--- src/rtl/psfm_pkg.sv ---
package psfm_pkg;
// What this block does
// [RULE_01] any fault tri-states affected half-bridges, pulls flag low; a stuck PWM input stops its group here without pulling the flag
// [RULE_02] faults other than overload and thermal clear themselves when gone
// [RULE_03] A/B faults stop A+B, C/D stop C+D; parallel stops all four
// [RULE_04] bootstrap low turns off only that high side, no flag
// [RULE_05] pin short check runs once at supply power-up only
// [RULE_06] shorts found keep all bridges off; removal resumes start-up
// [RULE_07] check tests ground shorts first, then stage supply shorts
// [RULE_08] flag held low and reset pin ignored during the check
// [RULE_09] toggling the reset pin never starts a new check
// [RULE_10] check skipped in single-ended output configuration
// [RULE_11] warning output low above warning level, switching continues
// [RULE_12] over shutdown level: latched, all bridges off, flag low
// [RULE_13] thermal latch cleared only by the reset pin held low
// [RULE_14] power-up clears overload latch and holds until supplies are up
// [RULE_15] common or gate supply low: all off, flag low, self clearing
// [RULE_16] reset pin low forces the shutdown flag high
// [RULE_17] flag and warning are active-low open-drain outputs
// [RULE_18] flag/warning pair encodes thermal, overload/supply, warning, normal
// [RULE_19] global fault stops all switching, latched until reset toggle
// [RULE_20] channel fault stops only the affected channel group
// [RULE_21] controller releases reset only while warning is high
// [RULE_22] controller reduces dissipation on warning; psfm_ctrl takes no such action
// [RULE_23] controller waits 4 ms after flag fall before reset rise; psfm_ctrl waits HOLD_CYC clock cycles instead
// [RULE_24] reset pin low holds every half-bridge transistor off
// [RULE_25] missing input PWM is a self-clearing channel stop
// [RULE_26] comparator inputs pass two flip-flops before use

  // ----------------------------------------------------------------
  // register map
  // ----------------------------------------------------------------
  localparam int ADDR_W = 12;
  localparam logic [11:0] CONFIG_OFS = 12'h000;
  localparam logic [11:0] STATUS_OFS = 12'h004;
  localparam logic [1:0] MODE_BRIDGED = 2'h0;
  localparam logic [1:0] MODE_PARALLEL = 2'h1;
  localparam logic [1:0] MODE_SINGLE = 2'h2;
  localparam logic [1:0] CONFIG_RESET = 2'h0;

  // status word layout
  localparam int ST_FAULT = 0;
  localparam int ST_WARN = 1;
  localparam int ST_THERM = 2;
  localparam int ST_SUPLOW = 3;
  localparam int ST_OVL = 4;
  localparam int ST_STUCK = 8;
  localparam int ST_BRIDGE = 12;
  localparam int ST_BOOT = 16;
  localparam int ST_PHASE = 20;
  localparam int ST_FLAG_PIN = 24;
  localparam int ST_WARN_PIN = 25;

  // ----------------------------------------------------------------
  // synchronised input vector layout
  // ----------------------------------------------------------------
  localparam int IN_RST = 0;
  localparam int IN_WARN = 1;
  localparam int IN_SHUT = 2;
  localparam int IN_SUP = 3;
  localparam int IN_GSHORT = 6;
  localparam int IN_PSHORT = 7;
  localparam int IN_BOOT = 8;
  localparam int IN_OVL = 12;
  localparam int IN_STUCK = 16;
  localparam int IN_FLAG_PIN = 20;
  localparam int IN_WARN_PIN = 21;
  localparam int IN_W = 22;

  // ----------------------------------------------------------------
  // timing
  // ----------------------------------------------------------------
  localparam longint CLK_HZ = 25_000_000;
  localparam longint PSC_MS_PER_UF = 15;
  localparam int FILTER_CAP_NF_DEF = 1000;

  // one of the two check steps, longest time so rounded down
  function automatic int psc_step_cycles(input int cap_nf);
    longint c;
    c = CLK_HZ / 1000 * PSC_MS_PER_UF * longint'(cap_nf) / 1000 / 2;
    return (c < 1) ? 1 : int'(c);
  endfunction : psc_step_cycles

  typedef enum logic [3:0] {
    PH_POWERUP = 4'h1,
    PH_GND = 4'h2,
    PH_SUPPLY = 4'h4,
    PH_RUN = 4'h8
  } psfm_phase_type;

endpackage : psfm_pkg

--- src/rtl/psfm_top.sv ---
// Implementation choices: the APB slave port and the register addresses.
`timescale 1ns/1ns
module psfm_top #(
  parameter int STEP_CYCLES =
    psfm_pkg::psc_step_cycles(psfm_pkg::FILTER_CAP_NF_DEF)
) (
  input wire logic pclk,
  input wire logic presetn,
  input wire logic [psfm_pkg::ADDR_W-1:0] paddr,
  input wire logic psel,
  input wire logic penable,
  input wire logic pwrite,
  input wire logic [31:0] pwdata,
  input wire logic [3:0] pstrb,
  output logic [31:0] prdata,
  output logic pready,
  output logic pslverr,
  input wire logic reset_pin_n,
  input wire logic ot_warn_cmp,
  input wire logic ot_shut_cmp,
  input wire logic [2:0] supply_low_cmp,
  input wire logic short_gnd_cmp,
  input wire logic short_sup_cmp,
  input wire logic [3:0] boot_low_cmp,
  input wire logic [3:0] overload_cmp,
  input wire logic [3:0] pwm_stuck_cmp,
  output logic [3:0] bridge_en,
  output logic [3:0] high_side_en,
  output logic test_gnd_en,
  output logic test_sup_en,
  input wire logic shutdown_flag_n_i,
  output logic shutdown_flag_n_o,
  output logic shutdown_flag_n_oe,
  input wire logic temp_warning_n_i,
  output logic temp_warning_n_o,
  output logic temp_warning_n_oe
);

  localparam int CNT_W = $clog2(STEP_CYCLES + 1);
  localparam logic [CNT_W-1:0] STEP_LAST = CNT_W'(STEP_CYCLES - 1);
  // supplies read as low until really sampled: no early check start
  localparam logic [psfm_pkg::IN_W-1:0] SYNC_INIT =
    {{(psfm_pkg::IN_W - psfm_pkg::IN_SUP - 3){1'b0}}, 3'h7,
     {psfm_pkg::IN_SUP{1'b0}}};

  generate
    if (STEP_CYCLES < 1) begin : g_bad_step
      $error("STEP_CYCLES must be at least one");
    end
  endgenerate

  // ----------------------------------------------------------------
  // state
  // ----------------------------------------------------------------
  typedef struct packed {
    logic [psfm_pkg::IN_W-1:0] sync1;
    logic [psfm_pkg::IN_W-1:0] sync2;
    psfm_pkg::psfm_phase_type phase;
    logic [CNT_W-1:0] count;
    logic thermal_latch;
    logic [3:0] overload_latch;
    logic [1:0] mode;
    logic [31:0] prdata;
    logic fault_drive;
    logic warn_drive;
    logic [3:0] bridge_en;
    logic [3:0] high_en;
    logic test_gnd;
    logic test_sup;
  } psfm_state_type;

  psfm_state_type r_reg;
  psfm_state_type r_next;

  function automatic logic [3:0] group_stop(input logic [1:0] mode,
                                            input logic [3:0] f);
    if (mode == psfm_pkg::MODE_PARALLEL) begin
      group_stop = {4{|f}};
    end else begin
      group_stop = {{2{|f[3:2]}}, {2{|f[1:0]}}};
    end
  endfunction : group_stop

  function automatic logic reg_known(input logic [11:0] a);
    reg_known = (a == psfm_pkg::CONFIG_OFS) || (a == psfm_pkg::STATUS_OFS);
  endfunction : reg_known

  // ----------------------------------------------------------------
  // synchronised views
  // ----------------------------------------------------------------
  logic [psfm_pkg::IN_W-1:0] raw_in;
  logic rst_ok;
  logic warn_in;
  logic shut_in;
  logic sup_any;
  logic gnd_short;
  logic sup_short;
  logic [3:0] boot_low;
  logic [3:0] ovl_in;
  logic [3:0] stuck_in;
  logic [31:0] status_word;
  logic apb_setup;
  logic apb_access;

  assign raw_in = {temp_warning_n_i, shutdown_flag_n_i, pwm_stuck_cmp,
                   overload_cmp, boot_low_cmp, short_sup_cmp,
                   short_gnd_cmp, supply_low_cmp, ot_shut_cmp,
                   ot_warn_cmp, reset_pin_n};
  assign rst_ok = r_reg.sync2[psfm_pkg::IN_RST];
  assign warn_in = r_reg.sync2[psfm_pkg::IN_WARN];
  assign shut_in = r_reg.sync2[psfm_pkg::IN_SHUT];
  assign sup_any = |r_reg.sync2[psfm_pkg::IN_SUP +: 3];
  assign gnd_short = r_reg.sync2[psfm_pkg::IN_GSHORT];
  assign sup_short = r_reg.sync2[psfm_pkg::IN_PSHORT];
  assign boot_low = r_reg.sync2[psfm_pkg::IN_BOOT +: 4];
  assign ovl_in = r_reg.sync2[psfm_pkg::IN_OVL +: 4];
  assign stuck_in = r_reg.sync2[psfm_pkg::IN_STUCK +: 4];
  assign apb_setup = psel & ~penable;
  assign apb_access = psel & penable;

  always_comb begin
    status_word = 32'h0;
    status_word[psfm_pkg::ST_FAULT] = r_reg.fault_drive;
    status_word[psfm_pkg::ST_WARN] = r_reg.warn_drive;
    status_word[psfm_pkg::ST_THERM] = r_reg.thermal_latch;
    status_word[psfm_pkg::ST_SUPLOW] = sup_any;
    status_word[psfm_pkg::ST_OVL +: 4] = r_reg.overload_latch;
    status_word[psfm_pkg::ST_STUCK +: 4] = stuck_in;
    status_word[psfm_pkg::ST_BRIDGE +: 4] = r_reg.bridge_en;
    status_word[psfm_pkg::ST_BOOT +: 4] = boot_low;
    status_word[psfm_pkg::ST_PHASE +: 4] = r_reg.phase;
    status_word[psfm_pkg::ST_FLAG_PIN] =
      r_reg.sync2[psfm_pkg::IN_FLAG_PIN];
    status_word[psfm_pkg::ST_WARN_PIN] =
      r_reg.sync2[psfm_pkg::IN_WARN_PIN];
  end

  // ----------------------------------------------------------------
  // next state
  // ----------------------------------------------------------------
  logic checking;
  logic run_ok;
  logic [3:0] stop;

  always_comb begin
    r_next = r_reg;
    checking = 1'b0;
    run_ok = 1'b0;
    stop = 4'h0;
    r_next.sync1 = raw_in;                 // [RULE_26]
    r_next.sync2 = r_reg.sync1;            // [RULE_26]

    // start-up and pin short check; a reset pin change never enters here
    unique case (r_reg.phase)
      psfm_pkg::PH_POWERUP: begin
        r_next.overload_latch = 4'h0;      // [RULE_14]
        r_next.count = '0;
        if (!sup_any) begin                // [RULE_14]
          if (r_reg.mode == psfm_pkg::MODE_SINGLE) begin
            r_next.phase = psfm_pkg::PH_RUN;   // [RULE_10]
          end else begin
            r_next.phase = psfm_pkg::PH_GND;   // [RULE_07]
          end
        end
      end
      psfm_pkg::PH_GND: begin
        if (sup_any) begin
          r_next.phase = psfm_pkg::PH_POWERUP;
        end else if (gnd_short) begin
          r_next.count = '0;               // [RULE_06]
        end else if (r_reg.count == STEP_LAST) begin
          r_next.count = '0;
          r_next.phase = psfm_pkg::PH_SUPPLY;  // [RULE_07]
        end else begin
          r_next.count = r_reg.count + 1'b1;
        end
      end
      psfm_pkg::PH_SUPPLY: begin
        if (sup_any) begin
          r_next.phase = psfm_pkg::PH_POWERUP;
        end else if (sup_short) begin
          r_next.count = '0;               // [RULE_06]
        end else if (r_reg.count == STEP_LAST) begin
          r_next.count = '0;
          r_next.phase = psfm_pkg::PH_RUN;
        end else begin
          r_next.count = r_reg.count + 1'b1;
        end
      end
      psfm_pkg::PH_RUN: begin
        // once running the check is never entered again
        r_next.phase = psfm_pkg::PH_RUN;   // [RULE_05] [RULE_09]
      end
      default: begin
        r_next.phase = psfm_pkg::PH_POWERUP;
      end
    endcase

    checking = (r_reg.phase == psfm_pkg::PH_GND) ||
               (r_reg.phase == psfm_pkg::PH_SUPPLY);
    r_next.test_gnd = (r_reg.phase == psfm_pkg::PH_GND);
    r_next.test_sup = (r_reg.phase == psfm_pkg::PH_SUPPLY);

    // latches: a new event wins over a clear in the same cycle
    r_next.thermal_latch = shut_in | // [RULE_12]
                           (r_reg.thermal_latch & rst_ok); // [RULE_13]
    if (r_reg.phase == psfm_pkg::PH_RUN) begin
      r_next.overload_latch = ovl_in |
                              (r_reg.overload_latch & {4{rst_ok}});
    end

    // channel stops: overload latched, stuck PWM self clearing
    stop = group_stop(r_reg.mode, // [RULE_03] [RULE_20]
                      r_next.overload_latch | stuck_in); // [RULE_25]
    run_ok = (r_reg.phase == psfm_pkg::PH_RUN) && rst_ok && // [RULE_24]
             !sup_any && !r_next.thermal_latch; // [RULE_15] [RULE_19]
    r_next.bridge_en = run_ok ? ~stop : 4'h0; // [RULE_01] [RULE_02]
    r_next.high_en = r_next.bridge_en & ~boot_low; // [RULE_04]

    // flag pulled low: check, thermal, overload, supply; reset forces high outside the check
    r_next.fault_drive = checking |                  // [RULE_08]
      (rst_ok & (r_next.thermal_latch |              // [RULE_16]
                 (|r_next.overload_latch) | sup_any)); // [RULE_15]
    r_next.warn_drive = warn_in | r_next.thermal_latch; // [RULE_11] [RULE_18]

    // registers; read data captured in setup, so it is a setup snapshot
    if (apb_setup) begin
      if (paddr == psfm_pkg::CONFIG_OFS) begin
        r_next.prdata = {30'h0, r_reg.mode};
      end else if (paddr == psfm_pkg::STATUS_OFS) begin
        r_next.prdata = status_word;
      end else begin
        r_next.prdata = 32'h0;
      end
    end
    if (apb_access && pwrite && pstrb[0] &&
        paddr == psfm_pkg::CONFIG_OFS) begin
      r_next.mode = pwdata[1:0];
    end
  end

  always_ff @(posedge pclk or negedge presetn) begin
    if (!presetn) begin
      r_reg.sync1 <= SYNC_INIT; // [RULE_14]
      r_reg.sync2 <= SYNC_INIT; // [RULE_14]
      r_reg.phase <= psfm_pkg::PH_POWERUP;
      r_reg.count <= '0;
      r_reg.thermal_latch <= 1'b0;
      r_reg.overload_latch <= 4'h0;
      r_reg.mode <= psfm_pkg::CONFIG_RESET;
      r_reg.prdata <= 32'h0;
      r_reg.fault_drive <= 1'b0;
      r_reg.warn_drive <= 1'b0;
      r_reg.bridge_en <= 4'h0;
      r_reg.high_en <= 4'h0;
      r_reg.test_gnd <= 1'b0;
      r_reg.test_sup <= 1'b0;
    end else begin
      r_reg <= r_next;
    end
  end

  // ----------------------------------------------------------------
  // outputs
  // ----------------------------------------------------------------
  assign prdata = r_reg.prdata;
  assign pready = 1'b1;
  assign pslverr = apb_access & ~reg_known(paddr);
  assign bridge_en = r_reg.bridge_en;
  assign high_side_en = r_reg.high_en;
  assign test_gnd_en = r_reg.test_gnd;
  assign test_sup_en = r_reg.test_sup;
  // open drain: only ever pull low, the pull-up sits outside
  assign shutdown_flag_n_o = 1'b0;               // [RULE_17]
  assign shutdown_flag_n_oe = r_reg.fault_drive; // [RULE_17]
  assign temp_warning_n_o = 1'b0;                // [RULE_17]
  assign temp_warning_n_oe = r_reg.warn_drive;   // [RULE_17]
endmodule : psfm_top

--- config.mk ---
export PLATFORM = sky130hd
export DESIGN_NAME = psfm_top
export DESIGN_NICKNAME = d
export VERILOG_FILES = /design/src/rtl/psfm_pkg.sv /design/src/rtl/psfm_top.sv
export SDC_FILE = /design/constraint.sdc
export NUM_CORES = 1
export LEC_CHECK = 0
export ABC_CLOCK_PERIOD_IN_PS = 5200
export CAP_MARGIN = 20
export CORE_ASPECT_RATIO = 0.8
export CORE_UTILIZATION = 62
export CTS_BUF_LIST = sky130_fd_sc_hd__clkbuf_2
export CTS_CLUSTER_SIZE = 16
export DETAILED_ROUTE_END_ITERATION = 6
export DONT_BUFFER_PORTS = 1
export PLACE_DENSITY = 0.85
export SYNTH_ARGS = -nofsm -noshare
export SYNTH_HDL_FRONTEND = slang
export SYNTH_SLANG_ARGS = --single-unit
--- constraint.sdc ---
create_clock -name pclk -period 5.2 [get_ports pclk]
set_clock_uncertainty 0.15 [all_clocks]
set_input_delay 0.52 -clock pclk [delete_from_list [all_inputs] [get_ports pclk]]
set_output_delay 0.52 -clock pclk [all_outputs]
set_load 0.02 [all_outputs]
==> flow_summary.ini <==
[power_and_ir_drop]
internal_power_mw = 0.957
p_comb_share_pct = 5.0
pwr-share-clk_pct = 27.8
seq_power_share_pct = 67.2
p_sw_mw = 0.336
swShare_pct = 26.0
power_density_nw_per_um2 = 283
ir_drop_mv = 0.200
p_leak_nw = 2.04

[global_route]
grt_max_degree = 108
grt_pass1_wl_um = 12600
grt_pass1_vias = 2590
overflow = 0
antenna_found_initial = 0
grt_usage_pct = 23.1

[die]
die_area_um2 = 7360
dieHeight_um = 76.9
fp.dieW_um = 95.7
boundaryPins = 123
coreArea_um2 = 6570
num_rows = 26
initial_core_util_pct = 66.2

[clock_network]
post_cts_resized = 0
cts_made_buffers = 9
clk_root_buffer_cell = clkbuf_2
cts_max_level = 3
clk_latency_ps = 590
cts_tree = done
clock-sinks = 107
cts.path.max_buffers = 2
clkTransAtPathRegs_ps = 270

[routing]
drt_wl_total_um = 7970
via_count = 2749
routedWlPerCell_um = 17.6
drc = 0
drt_iter0_drc = 156
drtPass1Iterations = 4
ant_nets = 0
viasPerCell = 6.08

[sta]
setup_tns_ps = 0
tightest_slew_ps = 1050
max_slew_margin_pct = 29.3
hold_ws_ps = 90.7
finalCritPeriodShare_pct = 50.6
hold_viol = 0
max_freq_mhz = 380
setup_violations = 0
drv_slew = 0
rsz0062_at_grt = no
setup_ws_ps = 2570
min_period_ps = 2630

[yosys]
synth_edf_count = 0
synthCells = 370
synth_compound_area_share_pct = 13.6
ys_warn_count = 0
muxShareOfSynthArea_pct = 1.21
ys_top_cells_by_area = dfrtp_1, buf_4, a22o_1
ys_seq_area_share_pct = 61.7
yosys.area.top_type = dfrtp_1
synth_top_area_share_pct = 57.5
synth_adder_area_share_pct = 0.287
netlist_area_um2 = 4350
yosys.area_share.simple_pct = 13.5
synth_top_family_by_area = compound AO/OA/AOI/OAI gates
syn_avg_cell_area_um2 = 11.8
ys.flop_type = dfrtp_1
synth_seq_cells = 107
yosysUniqueCellTypes = 50
synth_xor_area_share_pct = 0.201
postSynth.asyncResetShare_pct = 100

[critical_path]
critPathMaxFanout = 13
required_ps = 5550
slowest_delay_ps = 900
startpoint_type = register
cp.arrival_ps = 2980
worstSetupEndpointType = register
path_cells = nor4b_1 > o21ai_0 > o211ai_1 > a211o_1 > nor2_1
crit_type = register to register
slowest_stage = nor4b_1

[cells_and_area]
nNetsFinal = 439
regArea_um2 = 2690
insertedDiodeCount = 0
largest_reg_flops = 42
nFillCells = 448
drive_gt1_share_pct = 10.6
post-route-util_pct = 69.4
area_growth_syn_to_layout_pct = 4.74
multi_input_area_um2 = 1300

[worst_hold_path]
hold_class = primary input to register

[outcome]
status = complete, no violations

[place]
place_congestion = 0.855
post-dp-hpwl_um = 5190
io_buffers = 0
pre_cts_ws_ps = 2720

[run]
drv_cap = 0
## cells by family after synthesis
kind of cell,count (synthesis)
and+or+nand+nor,108
DFF,107
adders and majority gates,1
xor gates and xnor gates,1
other,2
buffers and inverters,64
AOI/OAI and AO/OA,82
muxes,5
## cell type report
cell class	instances	area share [%]
Tap cell	84	2.31
Sequential cell	107	58.9
Clock buffer	9	0.988
Timing Repair Buffer	32	7.19
Clock inverter	7	1.54
Inverter	7	0.576
Multi-Input combinational cell	206	28.5
## synthesized netlist by cell type, types with 3 or more instances
library cell / n
nor3_1: 8
nor2_1: 16
nand2_1: 24
o211ai_1: 5
nand3_1: 11
a21oi_1: 9
a31oi_1: 20
nor4b_1: 4
nor2b_1: 4
a22o_1: 24
buf_4: 43
nor4_1: 5
o21ai_0: 7
nand2b_1: 11
buf_2: 3
nand4_1: 4
dfrtp_1: 100
o31ai_1: 3
nor3b_1: 3
clkbuf_1: 10
and3_1: 4
or3_1: 3
mux2i_1: 3
inv_1: 7
dfstp_2: 7
## worst max-delay path: cells and delay by family (launching register included)
family	cells	cell delay, ps
AND/OR/NAND/NOR	2	960
AO/OA/AOI/OAI	3	770
flip-flops	1	680
## timing repair
action / CTS / global route
endpoints found under the hold margin: 132 / 1
setup buffers: 0 / 0
hold buffers: 27 / 1
## cells in the final DEF (no fill, tap or decap), types with 3 or more instances in the layout
master,netlist,routed
nor2_1,16,16
nor4_1,5,5
clkbuf_2,0,9
mux2i_1,3,3
buf_4,43,4
a22o_1,24,24
o211ai_1,5,5
nor4b_1,4,4
nand2b_1,11,11
a21oi_1,9,9
nand4_1,4,4
and3_1,4,4
nand2_1,24,24
dlygate4sd3_1,0,27
inv_8,0,3
dfstp_2,7,7
nor3_1,8,7
o21ai_0,7,7
nor3b_1,3,3
nor2b_1,4,4
or3_1,3,3
nand3_1,11,11
conb_1,2,9
a31oi_1,20,19
inv_1,7,7
o31ai_1,3,3
dfrtp_1,100,100
## layer usage
layer	track usage [%]	part of all wire, %	vias up
met5	0	0	-
met4	7.01	1.0	0
met3	6.25	7.7	10
met2	36.0	48	125
met1	31.9	43	1349
li1	-	-	1265
## power groups by stage
stage | Sequential, mW | Combinational (mW) | Clock [mW]
after floorplan | 0.877 | 0.0318 | 0
after global placement | 0.881 | 0.0297 | 0
after detailed placement | 0.882 | 0.0306 | 0
after CTS | 0.869 | 0.0648 | 0.369
after global routing | 0.871 | 0.0727 | 0.399
final | 0.869 | 0.0651 | 0.359
## path summary, 6_finish.rpt
| path | cells past startpoint | slack (ps) | start | to |
|---|---|---|---|---|
| setup / recovery | 5 | 2570 | r_reg[72]$_DFFE_PN0P_ | high_side_en[2]$_DFF_PN0_ |
| min in group asynchronous | 2 | 330 | presetn | prdata[9]$_DFFE_PN0P_ |
| setup reg to reg | 5 | 2570 | r_reg[72]$_DFFE_PN0P_ | high_side_en[2]$_DFF_PN0_ |
| max in group asynchronous | 2 | 4200 | presetn | r_next[77]$_DFF_PN1_ |
| hold reg to reg | 0 | 230 | r_next[77]$_DFF_PN1_ | r_reg[77]$_DFF_PN1_ |
| hold / removal | 3 | 90 | paddr[10] | prdata[0]$_DFFE_PN0P_ |
## stage by stage
stage | cells | power, mW | instance area (um^2)
after floorplan | 377 | 0.908 | 4380
after global placement | 408 | 0.910 | 4150
after detailed placement | 408 | 0.913 | 4150
after CTS | 451 | 1.30 | 4550
after global routing | 452 | 1.34 | 4560
final | 452 | 1.29 | 4560
Power figures use the tool's default switching activity.
